$ cat config.mk
export PLATFORM = sky130hd
export DESIGN_NAME = fcs_regs
export DESIGN_NICKNAME = d
export VERILOG_FILES = /design/src/hw/fcs_pkg.sv /design/src/hw/fcs_flash_gate.sv /design/src/hw/fcs_regs.sv
export SDC_FILE = /design/constraint.sdc
export NUM_CORES = 1
export LEC_CHECK = 0
export ABC_AREA = 0
export BUFFER_PORTS_ARGS = -buffer_cell sky130_fd_sc_hd__buf_2
export CAP_MARGIN = 30
export CORE_UTILIZATION = 25
export DETAILED_ROUTE_END_ITERATION = 6
export PLACE_DENSITY = 0.6
export SLEW_MARGIN = 20
export SYNTH_ARGS = -nofsm -noshare
export SYNTH_HDL_FRONTEND = slang
export SYNTH_HIERARCHICAL = 1
export SYNTH_SLANG_ARGS = --single-unit
$ cat constraint.sdc
create_clock -name sys_clk -period 2 [get_ports sys_clk]
set_input_delay 0.2 -clock sys_clk [delete_from_list [all_inputs] [get_ports sys_clk]]
set_output_delay 0.2 -clock sys_clk [all_outputs]
set_load 0.01 [all_outputs]
$ cat src/hw/fcs_pkg.sv
// Purpose: shared constants and types of the flash configuration and status registers
// Assumes: one clock, sys_clk at 20 MHz; synchronous active-high reset srst
// Notes: offsets are byte addresses on the Avalon-MM slave
package fcs_pkg;

    // ------------------------------------------------------------
    // bus geometry and register offsets
    // ------------------------------------------------------------
    localparam int ADDR_W = 16;                         // byte address width
    localparam logic [15:0] FSG_OFS = 16'h104C;         // flash_size_and_gating
    localparam logic [15:0] FLI_OFS = 16'h1050;         // flash_limit_info
    localparam logic [15:0] IST_OFS = 16'h1080;         // interrupt status, write one to clear
    localparam logic [15:0] IMK_OFS = 16'h1084;         // interrupt mask

    // ------------------------------------------------------------
    // field positions
    // ------------------------------------------------------------
    localparam int SIZE_LSB = 24;                       // program_flash_size_code low bit
    localparam int SIZE_W = 4;                          // program_flash_size_code width
    localparam int DOZE_BIT = 1;                        // doze_flash_gate
    localparam int OFF_BIT = 0;                         // flash_off
    localparam int LIMIT_LSB = 24;                      // first_invalid_block low bit
    localparam int LIMIT_W = 7;                         // first_invalid_block width
    localparam int ONE_BIT = 23;                        // reserved bit that reads one
    localparam int BLOCK_SHIFT = 13;                    // one block unit is 8 KB

    // ------------------------------------------------------------
    // reset values
    // ------------------------------------------------------------
    localparam logic [1:0] GATE_RST = 2'h0;             // flash enabled, no doze gating
    localparam logic [1:0] EV_RST = 2'h0;               // no events pending
    localparam logic [1:0] MASK_RST = 2'h0;             // all events masked

    // ------------------------------------------------------------
    // program flash size codes
    // ------------------------------------------------------------
    localparam logic [3:0] PFS_8K = 4'h0;               // 0.25 KB regions
    localparam logic [3:0] PFS_16K = 4'h1;              // 0.5 KB regions
    localparam logic [3:0] PFS_32K = 4'h3;              // 1 KB regions
    localparam logic [3:0] PFS_64K = 4'h5;              // 2 KB regions
    localparam logic [3:0] PFS_128K = 4'h7;             // 4 KB regions
    localparam logic [3:0] PFS_256K = 4'h9;             // 8 KB regions
    localparam logic [3:0] PFS_32K_ALT = 4'hF;          // also 32 KB, 1 KB regions
    localparam logic [6:0] LIMIT_32K = 7'h04;           // 32 KB / 8 KB per unit

    // ------------------------------------------------------------
    // event bits of the interrupt status and mask registers
    // ------------------------------------------------------------
    localparam int EV_ERR = 0;                          // flash access refused
    localparam int EV_WAKE = 1;                         // flash back after wake or enable
    localparam int EV_W = 2;

    // ------------------------------------------------------------
    // timing
    // ------------------------------------------------------------
    localparam int CLK_NS = 50;                         // sys_clk period
    localparam int WAKE_EXT_NS = 1000;                  // flash power-up time
    localparam int WAKE_EXT_CYC = (WAKE_EXT_NS + CLK_NS - 1) / CLK_NS;
    localparam int CNT_W = 8;                           // wake counter width

    // ------------------------------------------------------------
    // types
    // ------------------------------------------------------------
    typedef struct packed {
        logic read;
        logic write;
        logic [ADDR_W-1:0] address;
        logic [3:0] byteenable;
        logic [31:0] writedata;
    } fcs_avs_req_t;

    typedef struct packed {
        logic waitrequest;
        logic [31:0] readdata;
    } fcs_avs_rsp_t;

    typedef struct packed {
        logic grant;                                    // access served by flash
        logic err;                                      // access ended in bus error
    } fcs_flash_rsp_t;

    typedef enum logic [1:0] {FG_ON, FG_DOZE, FG_WAKE, FG_OFF} fcs_gate_st_t;

endpackage

$ cat src/hw/fcs_flash_gate.sv
// Purpose: flash power gating sequencer for doze and for disable while flash_off is set
// Assumes: doze_active and control bits come from logic on sys_clk
// Notes: all outputs come from the state register
module fcs_flash_gate (
    input wire logic sys_clk,
    input wire logic srst,
    input wire logic doze_active,
    input wire logic doze_gate,
    input wire logic flash_off,
    output logic flash_ready,
    output logic flash_lp,
    output logic wake_hold,
    output logic wake_done
);
    import fcs_pkg::*;

    // ------------------------------------------------------------
    // state
    // ------------------------------------------------------------
    typedef struct packed {
        fcs_gate_st_t st;               // gating state
        logic [CNT_W-1:0] cnt;          // power-up cycles left
        logic ready;                    // flash usable
        logic lp;                       // flash in low power
        logic hold;                     // doze exit still stretched
        logic done;                     // one-cycle flash-back pulse
    } fcs_gate_t;

    fcs_gate_t gate_reg;
    fcs_gate_t gate_next;

    // next state and registered outputs
    always_comb begin
        gate_next = gate_reg;
        gate_next.done = 1'b0;
        unique case (gate_reg.st)
            FG_ON: begin
                if (flash_off) begin
                    gate_next.st = FG_OFF;
                end else if (doze_active && doze_gate) begin
                    gate_next.st = FG_DOZE;
                end
            end
            FG_DOZE: begin
                if (flash_off) begin
                    gate_next.st = FG_OFF;
                end else if (!doze_active) begin
                    // power back without software help
                    gate_next.st = FG_WAKE;
                    gate_next.cnt = CNT_W'(WAKE_EXT_CYC - 1);
                end
            end
            FG_WAKE: begin
                if (flash_off) begin
                    gate_next.st = FG_OFF;
                end else if (doze_active && doze_gate) begin
                    gate_next.st = FG_DOZE;
                end else if (gate_reg.cnt == '0) begin
                    gate_next.st = FG_ON;
                    gate_next.done = 1'b1;
                end else begin
                    gate_next.cnt = gate_reg.cnt - 1'b1;
                end
            end
            FG_OFF: begin
                if (!flash_off) begin
                    // re-enable also needs the power-up time
                    gate_next.st = FG_WAKE;
                    gate_next.cnt = CNT_W'(WAKE_EXT_CYC - 1);
                end
            end
        endcase
        gate_next.ready = (gate_next.st == FG_ON);
        gate_next.lp = (gate_next.st == FG_OFF) || (gate_next.st == FG_DOZE);
        gate_next.hold = (gate_next.st == FG_WAKE) || (gate_next.st == FG_DOZE);
    end

    // state register
    always_ff @(posedge sys_clk) begin
        if (srst) begin
            gate_reg <= '{st: FG_ON, cnt: '0, ready: 1'b1, lp: 1'b0, hold: 1'b0, done: 1'b0};
        end else begin
            gate_reg <= gate_next;
        end
    end

    assign flash_ready = gate_reg.ready;
    assign flash_lp = gate_reg.lp;
    assign wake_hold = gate_reg.hold;
    assign wake_done = gate_reg.done;

endmodule

$ cat src/hw/fcs_regs.sv
// Purpose: flash configuration and status registers with flash access gating
// Assumes: Avalon-MM master and flash masters on sys_clk; doze_active on sys_clk
// Notes: one answer per request, waitrequest low for exactly one cycle
//
// The Avalon-MM register port is this design's own decision.
module fcs_regs #(
    parameter logic [3:0] SIZE_CODE = fcs_pkg::PFS_32K,
    parameter logic [6:0] LIMIT_CODE = fcs_pkg::LIMIT_32K
) (
    input wire logic sys_clk,
    input wire logic srst,
    input wire fcs_pkg::fcs_avs_req_t avs_req,
    output fcs_pkg::fcs_avs_rsp_t avs_rsp,
    input wire logic doze_active,
    input wire logic fl_req,
    output fcs_pkg::fcs_flash_rsp_t fl_rsp,
    output logic flash_ready,
    output logic flash_low_power,
    output logic wake_hold,
    output logic irq
);
    import fcs_pkg::*;

    // ------------------------------------------------------------
    // address decode helpers
    // ------------------------------------------------------------

    // word match, low two address bits ignored
    function automatic logic hit(input logic [ADDR_W-1:0] a, input logic [15:0] ofs);
        hit = (a[ADDR_W-1:2] == ofs[ADDR_W-1:2]);
    endfunction

    // read value of the word at an address
    function automatic logic [31:0] rd_word(
        input logic [ADDR_W-1:0] a,
        input logic [1:0] gate,
        input logic [EV_W-1:0] st,
        input logic [EV_W-1:0] mk
    );
        // every bit not set below reads as zero
        rd_word = 32'h0000_0000;
        if (hit(a, FSG_OFS)) begin
            // fixed size code
            rd_word[SIZE_LSB +: SIZE_W] = SIZE_CODE;
            rd_word[DOZE_BIT] = gate[DOZE_BIT];
            rd_word[OFF_BIT] = gate[OFF_BIT];
        end else if (hit(a, FLI_OFS)) begin
            // block count, each unit is one 8 KB step
            rd_word[LIMIT_LSB +: LIMIT_W] = LIMIT_CODE;
            rd_word[ONE_BIT] = 1'b1;
        end else if (hit(a, IST_OFS)) begin
            rd_word[EV_W-1:0] = st;
        end else if (hit(a, IMK_OFS)) begin
            rd_word[EV_W-1:0] = mk;
        end
    endfunction

    // ------------------------------------------------------------
    // state of the block
    // ------------------------------------------------------------
    typedef struct packed {
        logic [1:0] gate;                // doze_flash_gate and flash_off
        logic [EV_W-1:0] ev;             // sticky event bits
        logic [EV_W-1:0] mask;           // event enables
        logic wait_q;                    // registered waitrequest
        logic [31:0] rdata;              // registered readdata
        logic grant;                     // flash access served
        logic err;                       // flash access refused
        logic irq;                       // interrupt level
    } fcs_state_t;

    fcs_state_t state_reg;
    fcs_state_t state_next;

    // ------------------------------------------------------------
    // gating sequencer
    // ------------------------------------------------------------
    logic gate_ready;                    // flash usable this cycle
    logic gate_lp;                       // flash powered down
    logic gate_hold;                     // doze exit stretched
    logic gate_done;                     // flash came back

    fcs_flash_gate u_gate (
        .sys_clk(sys_clk),
        .srst(srst),
        .doze_active(doze_active),
        .doze_gate(state_reg.gate[DOZE_BIT]),
        .flash_off(state_reg.gate[OFF_BIT]),
        .flash_ready(gate_ready),
        .flash_lp(gate_lp),
        .wake_hold(gate_hold),
        .wake_done(gate_done)
    );

    // ------------------------------------------------------------
    // combinational helpers
    // ------------------------------------------------------------
    logic req;                           // a bus request is present
    logic done;                          // request completes at this edge
    logic wr_en;                         // write takes effect at this edge
    logic lane0;                         // low byte lane enabled
    logic [EV_W-1:0] ev_set;             // events raised this cycle
    logic [EV_W-1:0] ev_clr;             // write-one-to-clear strobes

    // request and completion
    always_comb begin
        req = avs_req.read || avs_req.write;
        // completion edge: master still holds and sees waitrequest low
        done = req && !state_reg.wait_q;
        wr_en = done && avs_req.write;
        lane0 = avs_req.byteenable[0];
    end

    // event sources
    always_comb begin
        ev_set = '0;
        // refused flash access
        ev_set[EV_ERR] = fl_req && !gate_ready;
        // flash powered again after wake or enable
        ev_set[EV_WAKE] = gate_done;
        ev_clr = '0;
        if (wr_en && lane0 && hit(avs_req.address, IST_OFS)) begin
            ev_clr = avs_req.writedata[EV_W-1:0];
        end
    end

    // ------------------------------------------------------------
    // next state
    // ------------------------------------------------------------
    always_comb begin
        state_next = state_reg;

        // bus handshake: one answer cycle per request
        if (done) begin
            // transfer finishes now; raise waitrequest for the next one
            state_next.wait_q = 1'b1;
            state_next.rdata = 32'h0000_0000;
        end else if (req) begin
            // request seen: answer in the next cycle
            state_next.wait_q = 1'b0;
            state_next.rdata = rd_word(avs_req.address, state_reg.gate,
                                       state_reg.ev, state_reg.mask);
        end else begin
            // idle
            state_next.wait_q = 1'b1;
            state_next.rdata = 32'h0000_0000;
        end

        // control bits live in the low byte; upper bytes hold only
        // the size code and reserved bits, so their writes are dropped
        if (wr_en && lane0 && hit(avs_req.address, FSG_OFS)) begin
            state_next.gate[DOZE_BIT] = avs_req.writedata[DOZE_BIT];
            state_next.gate[OFF_BIT] = avs_req.writedata[OFF_BIT];
        end

        // the limit register is read only: no write path

        // mask register
        if (wr_en && lane0 && hit(avs_req.address, IMK_OFS)) begin
            state_next.mask = avs_req.writedata[EV_W-1:0];
        end

        // sticky events: a new event wins over a clear in the same cycle
        state_next.ev = (state_reg.ev & ~ev_clr) | ev_set;

        // flash access answer one cycle after the request
        state_next.grant = fl_req && gate_ready;
        state_next.err = fl_req && !gate_ready;

        // level interrupt from unmasked status
        state_next.irq = |(state_next.ev & state_next.mask);
    end

    // ------------------------------------------------------------
    // state register
    // ------------------------------------------------------------
    always_ff @(posedge sys_clk) begin
        if (srst) begin
            state_reg.gate <= GATE_RST;
            state_reg.ev <= EV_RST;
            state_reg.mask <= MASK_RST;
            state_reg.wait_q <= 1'b1;
            state_reg.rdata <= 32'h0000_0000;
            state_reg.grant <= 1'b0;
            state_reg.err <= 1'b0;
            state_reg.irq <= 1'b0;
        end else begin
            state_reg <= state_next;
        end
    end

    // ------------------------------------------------------------
    // outputs, each straight from a flip-flop
    // ------------------------------------------------------------
    assign avs_rsp.waitrequest = state_reg.wait_q;
    assign avs_rsp.readdata = state_reg.rdata;
    assign fl_rsp.grant = state_reg.grant;
    assign fl_rsp.err = state_reg.err;
    assign flash_ready = gate_ready;
    assign flash_low_power = gate_lp;
    assign wake_hold = gate_hold;
    assign irq = state_reg.irq;

endmodule

**Word level (Yosys, flattened, before mapping)**

Index checks and enable logic that the tools add are counted.

- $add $sub $neg: 1
- Multipliers: 0
- Div/mod/pow operators: 0
- Order comparisons: 0
- Equal/unequal tests: 16
- Shifts and indexed selects: 0
- Multiplexer cells: 26
- Bitwise operators: 6
- Reductions and logical operators: 24

Operator list:

| cell | count |
|---|---|
| == test 14 x 11 -> 1 bit, second input constant | 4 |
| 2-to-1 mux 33 bit | 1 |
| 2-to-1 mux 8 bit | 4 |
| 2-to-1 mux 2 bit | 12 |
| one-hot mux 8 bit (3 select lines) | 1 |
| 2-to-1 mux 10 bit | 2 |
| != test 2 bit, second input constant | 6 |
| logical AND 1 bit | 9 |
| == test 2 bit, second input constant | 4 |
| zero test 8 bit | 1 |
| one-hot mux 2 bit (4 select lines) | 1 |
| OR reduction 4 bit | 2 |
| subtractor 8 x 1 -> 8 bit, second input constant | 1 |
| AND reduction 7 bit | 1 |
| 2-to-1 mux 3 bit | 2 |
| AND 2 bit | 2 |
| == test 2 x 1 -> 1 bit, second input constant | 2 |
| zero test 2 bit | 2 |
| 2-to-1 mux 4 bit | 1 |
| OR reduction 2 bit | 2 |
| logical OR 1 bit | 3 |
| nonzero test 3 bit | 1 |
| OR reduction 3 bit | 1 |
| zero test 1 bit | 2 |
| 4 further kinds | 6 |

- Flip-flop bits (word level): 56
- Bits in latches: 0
- RAM bits: 0
- Memory bits (read-only): 0
- Output and inout port bits: 39
- Logic and storage cells: 89
- Memories kept: 0

**Depth between registers and ports, before layout**

Gate-level depths: netlist of the first run.

- Word-level depth: 11
- Gate-level depth with buffers: 10

**Cells and area by module**

Netlist of the first run, hierarchy kept.

Modules (own cells, without submodules):

| module | times used | cells each | area each (µm²) |
|---|---|---|---|
| fcs_regs | 1 | 100 | 900.9 |
| fcs_flash_gate | 1 | 88 | 777.0 |

**Worst setup path after synthesis of the first run**

OpenSTA, ideal clock, no wires.

- Kind: flip-flop to flip-flop
- From: register u_gate/gate_reg[4] (netlist bit)
- To: register u_gate.gate_reg, in the netlist u_gate/wake_hold
- Arrival time: 1.889 ns
- Data required time: 1.869 ns
- Setup slack: -0.020 ns
- Stages on the path, launching flop included: 9
- Path buffers: 1
- Period minus slack after synthesis: 2.020 ns
- Cell sequence: dfxtp_1 -> inv_1 -> ha_1 -> or4b_4 -> nor3b_2 -> buf_4 -> o21ai_1 -> ha_1 -> nor2b_1

RTL lines:

| item | line | RTL |
|---|---|---|
| start, declared | fcs_flash_gate.sv:29 | `fcs_gate_t gate_reg;` |
| start signal, assigned | fcs_flash_gate.sv:81 | `gate_reg <= '{st: FG_ON, cnt: '0, ready: 1'b1, lp: 1'b0, hold: 1'b0, done: 1'b0};` |
| start signal, assigned | fcs_flash_gate.sv:83 | `gate_reg <= gate_next;` |

==> results of run 1 <==
==> kinds of logic after synthesis <==
family                     count (synthesis)  synth area share [%]
AOI/OAI and AO/OA                         28                 11.04
adders and majority gates                  4                 2.983
buffers and inverters                     50                 19.31
DFF                                       28                 33.41
muxes                                      7                 4.176
other                                      1                0.2235
and+or+nand+nor                           70                 28.86
==> layer usage <==
layer	up-vias	routed length, um	global-route usage (%)
met4	0	0	0.4702
met3	0	154	2.868
met2	35	1520	17.36
met5	-	0	0
li1	654	-	-
met1	608	1468	10.79
==> final cells by class <==
cell class | instances | area share, %
multi-input combinational | 135 | 49.10
timing repair buffer | 39 | 10.98
sequential | 28 | 30.14
inverter | 12 | 2.411
clock buffer | 3 | 2.210
tap | 77 | 5.157
==> placed cells by master (no fill, tap or decap), types with 3 or more instances in the layout <==
cell	instances
nor4b_2	3
mux2i_1	7
o211ai_1	3
inv_2	3
nand2b_1	3
buf_4	4
nor4_1	3
buf_2	35
a21oi_1	11
nor2_1	19
or4_1	3
inv_1	9
conb_1	26
clkbuf_8	3
nand2_1	8
o31ai_1	4
ha_1	3
dfxtp_1	26
==> worst register-to-register path: stages, from the launching register on <==
cell and delay (ps):
dfxtp_2 350, inv_2 70, ha_4 120, or4b_4 500, nor3b_4 240, o21ai_2 110, ha_1 310, nor2b_4 130
==> per-stage QoR <==
step | cell area (sq um) | setup TNS [ps] | power, mW
6_report | 1868 | 0 | 0.9555
5_1_grt | 1868 | -11.26 | 1.005
4_1_cts | 1841 | 0 | 0.9701
3_5_place_dp | 1793 | 0 | 0.6595
3_3_place_gp | 1793 | 0 | 0.6582
2_1_floorplan | 1778 | 0 | 0.6613
==> cell usage after synthesis (all sizes together) (2+ instances only) <==
| library cell | number | area [sq um] |
|---|---|---|
| ha | 4 | 50.05 |
| nor2 | 20 | 82.58 |
| o31ai | 4 | 30.03 |
| a21oi | 11 | 55.05 |
| nor4 | 4 | 31.28 |
| dfxtp | 28 | 560.5 |
| nand2 | 8 | 30.03 |
| nand4 | 3 | 25.02 |
| nor4b | 6 | 86.33 |
| nand2b | 3 | 18.77 |
| nor3 | 4 | 30.03 |
| o211ai | 3 | 22.52 |
| or4 | 3 | 22.52 |
| nor2b | 3 | 21.27 |
| a22oi | 2 | 15.01 |
| inv | 12 | 45.04 |
| nor3b | 2 | 20.02 |
| or4b | 2 | 23.77 |
| mux2i | 7 | 70.07 |
| buf | 37 | 275.3 |
| and2b | 2 | 15.01 |
| o21ai | 3 | 15.01 |
| nand3 | 2 | 10.01 |
==> power breakdown <==
group / internal (mW) / leakage, nW / switching [mW]
logic: 0.0283 / 0.535 / 0.0583
clock network: 0.135 / 0.0216 / 0.173
registers: 0.560 / 0.227 / 0.00119
total: 0.723 / 0.784 / 0.232
==> worst max-delay path by stage <==
| stage | startpoint | to | slack (ps) | cells after the start |
|---|---|---|---|---|
| floorplan | u_gate/gate_reg[4] | u_gate/wake_hold | 9 | 8 |
| global placement | u_gate/gate_reg[5] | u_gate/wake_hold | 50 | 7 |
| detailed placement | u_gate/gate_reg[5] | u_gate/wake_hold | 30 | 7 |
| CTS | u_gate/gate_reg[5] | u_gate/wake_hold | 10 | 7 |
| global route | u_gate/gate_reg[5] | u_gate/wake_hold | -10 | 7 |
| finish | u_gate/gate_reg[5] | u_gate/wake_hold | 70 | 7 |
==> repair_timing <==
item                                    in CTS  in global routing
endpoints found under the setup margin       1                  5
buffers inserted                             0                  1
pin swaps                                    0                  4
resized for setup                            1                  7
==> metrics.log, run 1 <==
[metrics] Post-synth EDFFs: 0
[metrics] Hold Path Origin: fl_req
[metrics] floorplan die area: 7043 sq um
[metrics] area overhead of the layout relative to synthesis: 11.33%
[metrics] run status: complete, but fails checks
[metrics] # DRC: 16
[metrics] master cell of the clock root buffer: clkbuf_8
[metrics] Worst R2R Path Depth: 7
[metrics] floorplan die height: 83.93 um
[metrics] ratio of final minimum period to clock period: 96.37%
[metrics] final non-filler cell total: 294
[metrics] share of cells above drive strength 1: 31.80%
[metrics] total iterations of the first detailed-routing run: 6
[metrics] starting DRC count in detailed routing: 62
[metrics] Critical Path Slowest Stage Cell: or4b_4
[metrics] kind of launch point of the worst setup path: flop
[metrics] RSZ-0062 raised after global routing: true
[metrics] CP Data Required Time: 2160 ps
[metrics] final hold violation count: 0
[metrics] Final ANT Viol Nets: 0
[metrics] worst min path class: input pin to flop
[metrics] fillcell total: 695
[metrics] terminus of the critical flop-to-flop path: u_gate/wake_hold
[metrics] FF+latch count, synth: 28
[metrics] post-layout net count: 281
[metrics] number of cells after detailed placement: 290
[metrics] worst stage delay on the critical path: 500 ps
[metrics] Highest Clock Rate: 518.9 MHz
[metrics] Inserted Diodes: 0
[metrics] worst setup slack before clock tree synthesis: 34.94 ps
[metrics] final setup fails: 0
[metrics] setup slack of the most critical reg-to-reg path: 70 ps
[metrics] effective utilization at floorplan: 26.13%
[metrics] family with the most delay on the worst path: simple AND/OR/NAND/NOR gates
[metrics] hold-critical path endpoint: fl_rsp[1]
[metrics] die outline width: 83.93 um
[metrics] GPL Wtd Cong: 0.7481
[metrics] total leakage power: 0.7837 nW
[metrics] count of max-cap constraint violations: 0
[metrics] TritonCTS clock tree: yes
[metrics] number of flip-flops in the largest register: 10
[metrics] ys async rst share: 0%
[metrics] I/O pin count: 97
[metrics] Rel. slew slack: 65.09%
[metrics] ratio of total power to cell area: 511.5 nW/um^2
[metrics] total clock buffers created by CTS: 3
[metrics] count of buffers from port buffering: 35
[metrics] number of antenna violations at the first check in global routing: 0
[metrics] total routed wirelength: 3143 um
[metrics] core region area: 6422 sq um
[metrics] global-route total usage across every layer: 9.285%
[metrics] via count of the first global-routing pass: 1225
[metrics] crit path setup slack, layout: 72.69 ps
[metrics] minimum clock period after layout: 1927 ps
[metrics] Worst Hold Path Cells: 2
[metrics] half-perimeter wire length after detailed placement: 2419 um
[metrics] first-pass GRT wire length: 5423 um
[metrics] instance count of the mapped netlist: 188
[metrics] number of pins exceeding their max-slew limit in the final report: 0
[metrics] register area share after synthesis: 33.41%
[metrics] clock latency on the worst-skew pair: 270 ps
[metrics] endpoint kind of the worst setup timing path: flop
[metrics] Final Skew: 5.929 ps
[metrics] violated checks: DRC
[metrics] deepest level of the CTS H-tree: 1
[metrics] detail-routed net length per standard cell: 10.69 um
[metrics] Avg Synthesized Cell Area: 8.925 sq um
[metrics] vias after detailed routing: 1297
[metrics] number of buffers and inverters on the critical path: 1
[metrics] cts-stage hold buffer count: 0
[metrics] highest fanout seen on the critical path: 4
[metrics] Placement Rows: 29
[metrics] fin util: 29.09%
[metrics] area taken by multi-input logic gates: 917.1 sq um
[metrics] highest ir drop seen on vdd: 0.2922 mV
[metrics] area of all sequential standard cells: 563.0 sq um
[metrics] most frequently used flop master after synthesis: dfxtp_1
[metrics] launching point of the worst reg2reg path: u_gate/gate_reg[5]
[metrics] clock net sink count: 28
[metrics] largest net degree at the start of global routing: 17
[metrics] list of cells traversed by the critical path: inv_2, ha_4, or4b_4, nor3b_4, o21ai_2, ha_1, nor2b_4
[metrics] total congestion overflow: 0
[metrics] Critical Setup Path Class: flop to flop
[metrics] transition at the pin with the smallest max-transition slack: 519.4 ps
[metrics] post-CTS clock slew at the launch and capture registers of the worst setup and hold paths: 90 ps
[metrics] Cell Area, Synth: 1678 sq um
[metrics] Ys Warns: 6
[metrics] Yosys cell types: 50
[metrics] Hold WS: 163.3 ps
[metrics] data arrival at the endpoint of the critical path: 2090 ps
[metrics] detail-routed via count per cell: 4.412
[metrics] maximum count of clock buffers along a single path: 2
No activity file was read; power rests on OpenSTA's default activity.
==> inputs of run 2 (changes only) <==
--- a/config.mk
+++ b/config.mk
@@ -10,6 +10,7 @@
 export CAP_MARGIN = 30
 export CORE_UTILIZATION = 25
 export DETAILED_ROUTE_END_ITERATION = 6
+export GPL_TIMING_DRIVEN = 0
 export PLACE_DENSITY = 0.6
 export SLEW_MARGIN = 20
 export SYNTH_ARGS = -nofsm -noshare
==> run 2 against run 1 <==
Compared with the run above: the run still ends with DRC left; clock skew shrank 2.4 ps; die area did not move; sequential power hardly changed; clock-buffer cell count unchanged; combinational power grew 48%; worst hold slack worse by 5.4 ps; clock power hardly changed; core utilization rose by 4.8 points; largest power group unchanged.
==> metrics.log, run 2 (synthesized netlist as in run 1, its figures left out) <==
[metrics] via count of the first global-routing pass: 1265 (+3.3%)
[metrics] Final Skew: 3.487 ps (-2.442 ps)
[metrics] master cell of the clock root buffer: clkbuf_8
[metrics] Placement Rows: 29 (unchanged)
[metrics] vias after detailed routing: 1402 (+8.1%)
[metrics] worst min path class: input pin to flop
[metrics] number of cells after detailed placement: 325 (+12%)
[metrics] most frequent standard cell in the layout excluding fill and tap cells: buf_4
[metrics] TritonCTS clock tree: yes
[metrics] maximum count of clock buffers along a single path: 2 (unchanged)
[metrics] minimum clock period after layout: 1947 ps (+19.45 ps)
[metrics] core region area: 6422 sq um (unchanged)
[metrics] total leakage power: 0.9953 nW (+27%)
[metrics] endpoint kind of the worst setup timing path: flop
[metrics] post-CTS clock slew at the launch and capture registers of the worst setup and hold paths: 90 ps (about the same)
[metrics] total iterations of the first detailed-routing run: 6 (unchanged)
[metrics] ratio of total power to cell area: 457.4 nW/um^2 (-11%)
[metrics] deepest level of the CTS H-tree: 1 (unchanged)
[metrics] final hold violation count: 0 (unchanged)
[metrics] commonest cells after routing, fill and taps aside: buf_4, buf_2, conb_1, dfxtp_1, nor2_1
[metrics] post-layout net count: 321 (+14%)
[metrics] clock latency on the worst-skew pair: 270 ps (about the same)
[metrics] run status: complete, but fails checks
[metrics] detail-routed net length per standard cell: 9.713 um (-9.1%)
[metrics] cts-stage hold buffer count: 0 (unchanged)
[metrics] final non-filler cell total: 334 (+14%)
[metrics] number of pins exceeding their max-slew limit in the final report: 0 (unchanged)
[metrics] kind of launch point of the worst setup path: flop
[metrics] I/O pin count: 97 (unchanged)
[metrics] Inserted Diodes: 0 (unchanged)
[metrics] die outline width: 83.93 um (unchanged)
[metrics] clock net sink count: 28 (unchanged)
[metrics] count of max-cap constraint violations: 0 (unchanged)
[metrics] floorplan die height: 83.93 um (unchanged)
[metrics] number of antenna violations at the first check in global routing: 0 (unchanged)
[metrics] data arrival at the endpoint of the critical path: 2100 ps (about the same)
[metrics] largest net degree at the start of global routing: 15 (-2)
[metrics] effective utilization at floorplan: 26.13% (unchanged)
[metrics] number of flip-flops in the largest register: 10 (unchanged)
[metrics] CP Data Required Time: 2150 ps (about the same)
[metrics] total routed wirelength: 3244 um (+3.2%)
[metrics] Final ANT Viol Nets: 0 (unchanged)
[metrics] starting DRC count in detailed routing: 35 (-44%)
[metrics] share of cells above drive strength 1: 42.02% (+10 points)
[metrics] floorplan die area: 7043 sq um (unchanged)
[metrics] # DRC: 13 (-3)
[metrics] half-perimeter wire length after detailed placement: 2528 um (+4.5%)
[metrics] Critical Setup Path Class: flop to flop
[metrics] GPL Wtd Cong: 0.7697 (+2.9%)
[metrics] violated checks: DRC
[metrics] first-pass GRT wire length: 5423 um (unchanged)
[metrics] detail-routed via count per cell: 4.198 (-4.8%)
[metrics] area overhead of the layout relative to synthesis: 29.83%
[metrics] total congestion overflow: 0 (unchanged)
[metrics] highest fanout seen on the critical path: 4 (unchanged)
[metrics] highest ir drop seen on vdd: 0.2921 mV (about the same)
[metrics] count of buffers from port buffering: 35 (unchanged)
[metrics] final setup fails: 0 (unchanged)
[metrics] Highest Clock Rate: 513.7 MHz (-1.0%)
[metrics] fin util: 33.92% (+4.8 points)
[metrics] ratio of final minimum period to clock period: 97.34% (+0.97 points)
[metrics] total clock buffers created by CTS: 3 (unchanged)
[metrics] global-route total usage across every layer: 9.293% (about the same)
-- run 2: cell types whose count changed in the layout (fill, tap and decap cells not counted), sizes merged --
cell	before	now
buf	39	78
clkbuf	3	4
-- run 2: critical path: stages, from the launching register on --
cell and delay (ps):
dfxtp_2 340, inv_2 80, ha_4 130, or4b_4 480
buf_4 170, or3b_4 390, a21oi_1 170, nor3_2 60
-- run 2: worst paths after layout --
| kind | slack [ps] | cells after the start | endpoint | startpoint |
|---|---|---|---|---|
| max | 50 | 7 | u_gate/gate_reg[4] | u_gate/gate_reg[4] |
| min | 160 | 2 | fl_rsp[1] | fl_req |
| max reg2reg | 50 | 7 | u_gate/gate_reg[4] | u_gate/gate_reg[4] |
| min reg2reg | 460 | 2 | state_reg[39] | u_gate/wake_done |
-- run 2: area by class of cell --
| type | count | area (sq um) |
|---|---|---|
| Sequential cell | 28 | 563.0 |
| Timing Repair Buffer | 41 | 220.2 |
| Buffer | 38 | 282.8 |
| Inverter | 12 | 45.04 |
| Clock buffer | 3 | 41.29 |
| Fill cell | 675 | 4244 |
| Multi-Input combinational cell | 135 | 929.6 |
| Tap cell | 77 | 96.34 |
-- run 2: routing by layer --
layer | vias up | track usage, % | routed length, um
met3 | 0 | 2.967 | 219
met1 | 627 | 11.72 | 1476
met2 | 43 | 15.95 | 1547
met5 | - | 0 | 0
li1 | 732 | - | -
met4 | 0 | 0.9404 | 0
-- run 2: repair_timing --
item | in CTS | in global routing
setup endpoints to repair | 3 | 2
buffers inserted | 5 | 1
pin swaps | 3 | 2
gates resized for setup | 8 | 1
-- run 2: where the power goes --
part,switching (mW),internal [mW]
clock network,0.172,0.135
logic,0.0639,0.0642
registers,0.00136,0.560
total,0.237,0.759
-- run 2: through the flow --
step | setup WS (ps) | hold slack (ps) | area (sq um) | total power [mW] | TNS [ps]
2_1_floorplan | 8.899 | 269.1 | 1778 | 0.6613 | 0
3_3_place_gp | -165.8 | 439.1 | 2049 | 0.7000 | -243.8
3_5_place_dp | -167.5 | 445.1 | 2049 | 0.7010 | -250.9
4_1_cts | 2.371 | 153.9 | 2158 | 1.008 | 0
5_1_grt | -0.5009 | 167.7 | 2178 | 1.040 | -0.5009
6_report | 53.24 | 157.9 | 2178 | 0.9963 | 0
==> inputs of run 3 (changes only) <==
--- a/config.mk
+++ b/config.mk
@@ -11,6 +11,7 @@
 export CORE_UTILIZATION = 25
 export DETAILED_ROUTE_END_ITERATION = 6
 export GPL_TIMING_DRIVEN = 0
+export MAX_ROUTING_LAYER = met4
 export PLACE_DENSITY = 0.6
 export SLEW_MARGIN = 20
 export SYNTH_ARGS = -nofsm -noshare
==> run 3 against run 2 <==
Compared with the run above: the flow still finishes with violations (DRC); first-iteration DRC count stayed put; wire length stayed put; final cell count stayed put; worst hold slack hardly changed; clock-buffer cell count stayed put; combinational power hardly changed; die area stayed put; sequential power hardly changed; clock skew hardly changed; sequential cell count stayed put; register-to-register slack hardly changed; design area stayed put; critical endpoint unchanged; highest routed layer is now met4.
==> metrics.log, run 3 (synthesized netlist as in run 1, its figures left out) <==
[metrics] CP Data Required Time: 2150 ps (about the same)
[metrics] final non-filler cell total: 334 (unchanged)
[metrics] setup slack of the most critical reg-to-reg path: 50 ps (about the same)
[metrics] Placement Rows: 29 (unchanged)
[metrics] commonest cells after routing, fill and taps aside: buf_4, buf_2, conb_1, dfxtp_1, nor2_1
[metrics] effective utilization at floorplan: 26.13% (unchanged)
[metrics] floorplan die height: 83.93 um (unchanged)
[metrics] fin util: 33.92% (unchanged)
[metrics] vias after detailed routing: 1404 (+0.14%)
[metrics] number of pins exceeding their max-slew limit in the final report: 0 (unchanged)
[metrics] run status: complete, but fails checks
[metrics] list of cells traversed by the critical path: inv_2, ha_4, or4b_4, buf_4, or3b_4, a21oi_1, nor3_2
[metrics] post-CTS clock slew at the launch and capture registers of the worst setup and hold paths: 90 ps (about the same)
[metrics] share of cells above drive strength 1: 42.02% (unchanged)
[metrics] total clock buffers created by CTS: 3 (unchanged)
[metrics] Final ANT Viol Nets: 0 (unchanged)
[metrics] # DRC: 13 (unchanged)
[metrics] Critical Path Slowest Stage Cell: or4b_4
[metrics] final setup fails: 0 (unchanged)
[metrics] maximum count of clock buffers along a single path: 2 (unchanged)
[metrics] violated checks: DRC
[metrics] most frequent standard cell in the layout excluding fill and tap cells: buf_4
[metrics] clock net sink count: 28 (unchanged)
[metrics] data arrival at the endpoint of the critical path: 2100 ps (about the same)
[metrics] first-pass GRT wire length: 5437 um (+0.26%)
[metrics] floorplan die area: 7043 sq um (unchanged)
[metrics] area of all sequential standard cells: 563.0 sq um (unchanged)
[metrics] via count of the first global-routing pass: 1260 (-0.40%)
[metrics] deepest level of the CTS H-tree: 1 (unchanged)
[metrics] endpoint kind of the worst setup timing path: flop
[metrics] clock latency on the worst-skew pair: 270 ps (about the same)
[metrics] area taken by multi-input logic gates: 929.6 sq um (unchanged)
[metrics] largest net degree at the start of global routing: 15 (unchanged)
[metrics] count of buffers from port buffering: 35 (unchanged)
[metrics] kind of launch point of the worst setup path: flop
[metrics] Final Skew: 3.487 ps (-0.0001100 ps)
[metrics] total congestion overflow: 0 (unchanged)
[metrics] terminus of the critical flop-to-flop path: u_gate/gate_reg[4]
[metrics] number of flip-flops in the largest register: 10 (unchanged)
[metrics] half-perimeter wire length after detailed placement: 2528 um (unchanged)
[metrics] Highest Clock Rate: 513.6 MHz (about the same)
[metrics] Inserted Diodes: 0 (unchanged)
[metrics] final hold violation count: 0 (unchanged)
[metrics] total routed wirelength: 3244 um (unchanged)
[metrics] ratio of final minimum period to clock period: 97.34% (about the same)
[metrics] crit path setup slack, layout: 53.12 ps (-0.1193 ps)
[metrics] number of antenna violations at the first check in global routing: 0 (unchanged)
[metrics] count of max-cap constraint violations: 0 (unchanged)
[metrics] startpoint of the worst setup timing path: u_gate/gate_reg[4]
[metrics] area overhead of the layout relative to synthesis: 29.83% (unchanged)
[metrics] Worst R2R Path Depth: 7 (unchanged)
[metrics] total leakage power: 0.9953 nW (unchanged)
[metrics] total iterations of the first detailed-routing run: 6 (unchanged)
[metrics] cts-stage hold buffer count: 0 (unchanged)
[metrics] die outline width: 83.93 um (unchanged)
[metrics] ratio of total power to cell area: 457.4 nW/um^2 (about the same)
[metrics] Critical Setup Path Class: flop to flop
[metrics] highest ir drop seen on vdd: 0.2922 mV (about the same)
[metrics] TritonCTS clock tree: yes
[metrics] Hold Path Origin: fl_req
[metrics] worst setup slack before clock tree synthesis: -167.5 ps (unchanged)
[metrics] GPL Wtd Cong: 0.7800 (+1.3%)
[metrics] minimum clock period after layout: 1947 ps (+0.1193 ps)
[metrics] post-layout net count: 321 (unchanged)
[metrics] endpoint of the most critical setup path: u_gate/gate_reg[4]
[metrics] detail-routed net length per standard cell: 9.713 um (unchanged)
[metrics] worst stage delay on the critical path: 480 ps (about the same)
[metrics] worst min path class: input pin to flop
[metrics] aggregate negative setup slack: 0 ps (unchanged)
[metrics] starting DRC count in detailed routing: 35 (unchanged)
[metrics] detail-routed via count per cell: 4.204 (+0.14%)
[metrics] fillcell total: 675 (unchanged)
[metrics] I/O pin count: 97 (unchanged)
[metrics] number of cells after detailed placement: 325 (unchanged)
[metrics] highest fanout seen on the critical path: 4 (unchanged)
[metrics] Hold WS: 157.9 ps (+0.03100 ps)
[metrics] launching point of the worst reg2reg path: u_gate/gate_reg[4]
[metrics] master cell of the clock root buffer: clkbuf_8
[metrics] core region area: 6422 sq um (unchanged)
[metrics] global-route total usage across every layer: 9.557% (+0.26 points)
[run 3: cell counts in the layout (fill, tap and decap cells not counted)]
No cell type changed its count.
[run 3: cell type report]
| class | instances | area share [%] |
|---|---|---|
| sequential | 28 | 25.85 |
| clock buffer | 3 | 1.895 |
| multi-input combinational | 135 | 42.68 |
| tap | 77 | 4.423 |
| timing repair buffer | 41 | 10.11 |
| buffer | 38 | 12.98 |
| inverter | 12 | 2.068 |
[run 3: worst min path at each step]
stage	end	slack, ps	depth (start not counted)
2_1_floorplan	state_reg[39]	270	1
3_3_place_gp	fl_rsp[1]	440	2
3_5_place_dp	state_reg[39]	450	2
4_1_cts	fl_rsp[1]	150	2
5_1_grt	fl_rsp[1]	170	2
6_report	fl_rsp[1]	160	2
[run 3: worst max-delay path, delay by kind of cell, from the launching register on]
family	cells	cell delay (ps)
DFF	1	340
adders and majority gates	1	130
buffers and inverters	2	250
and+or+nand+nor	3	930
AOI/OAI and AO/OA	1	170
[run 3: stage by stage]
step | cell area [sq um] | total power, mW
2_1_floorplan | 1778 | 0.6613
3_3_place_gp | 2049 | 0.7000
3_5_place_dp | 2049 | 0.7010
4_1_cts | 2158 | 1.008
5_1_grt | 2178 | 1.040
6_report | 2178 | 0.9963
[run 3: layer usage]
layer  track usage, %  vias up  part of all wire (%)
met5                -        -                     0
met4           0.9404        0                  0.25
met3            2.967        2                   6.7
met2            15.95       43                    48
met1            11.72      627                    45
li1                 -      732                     -
[run 3: what timing repair did]
action | CTS | global route
buffers inserted | 5 | 1
setup endpoints to repair | 3 | 2
resized for setup | 8 | 1
pin swaps | 3 | 2
[run 3: power by group]
group	internal [mW]	switching [mW]
combinational	0.0642	0.0639
sequential	0.560	0.00136
clock	0.135	0.172
total	0.759	0.237
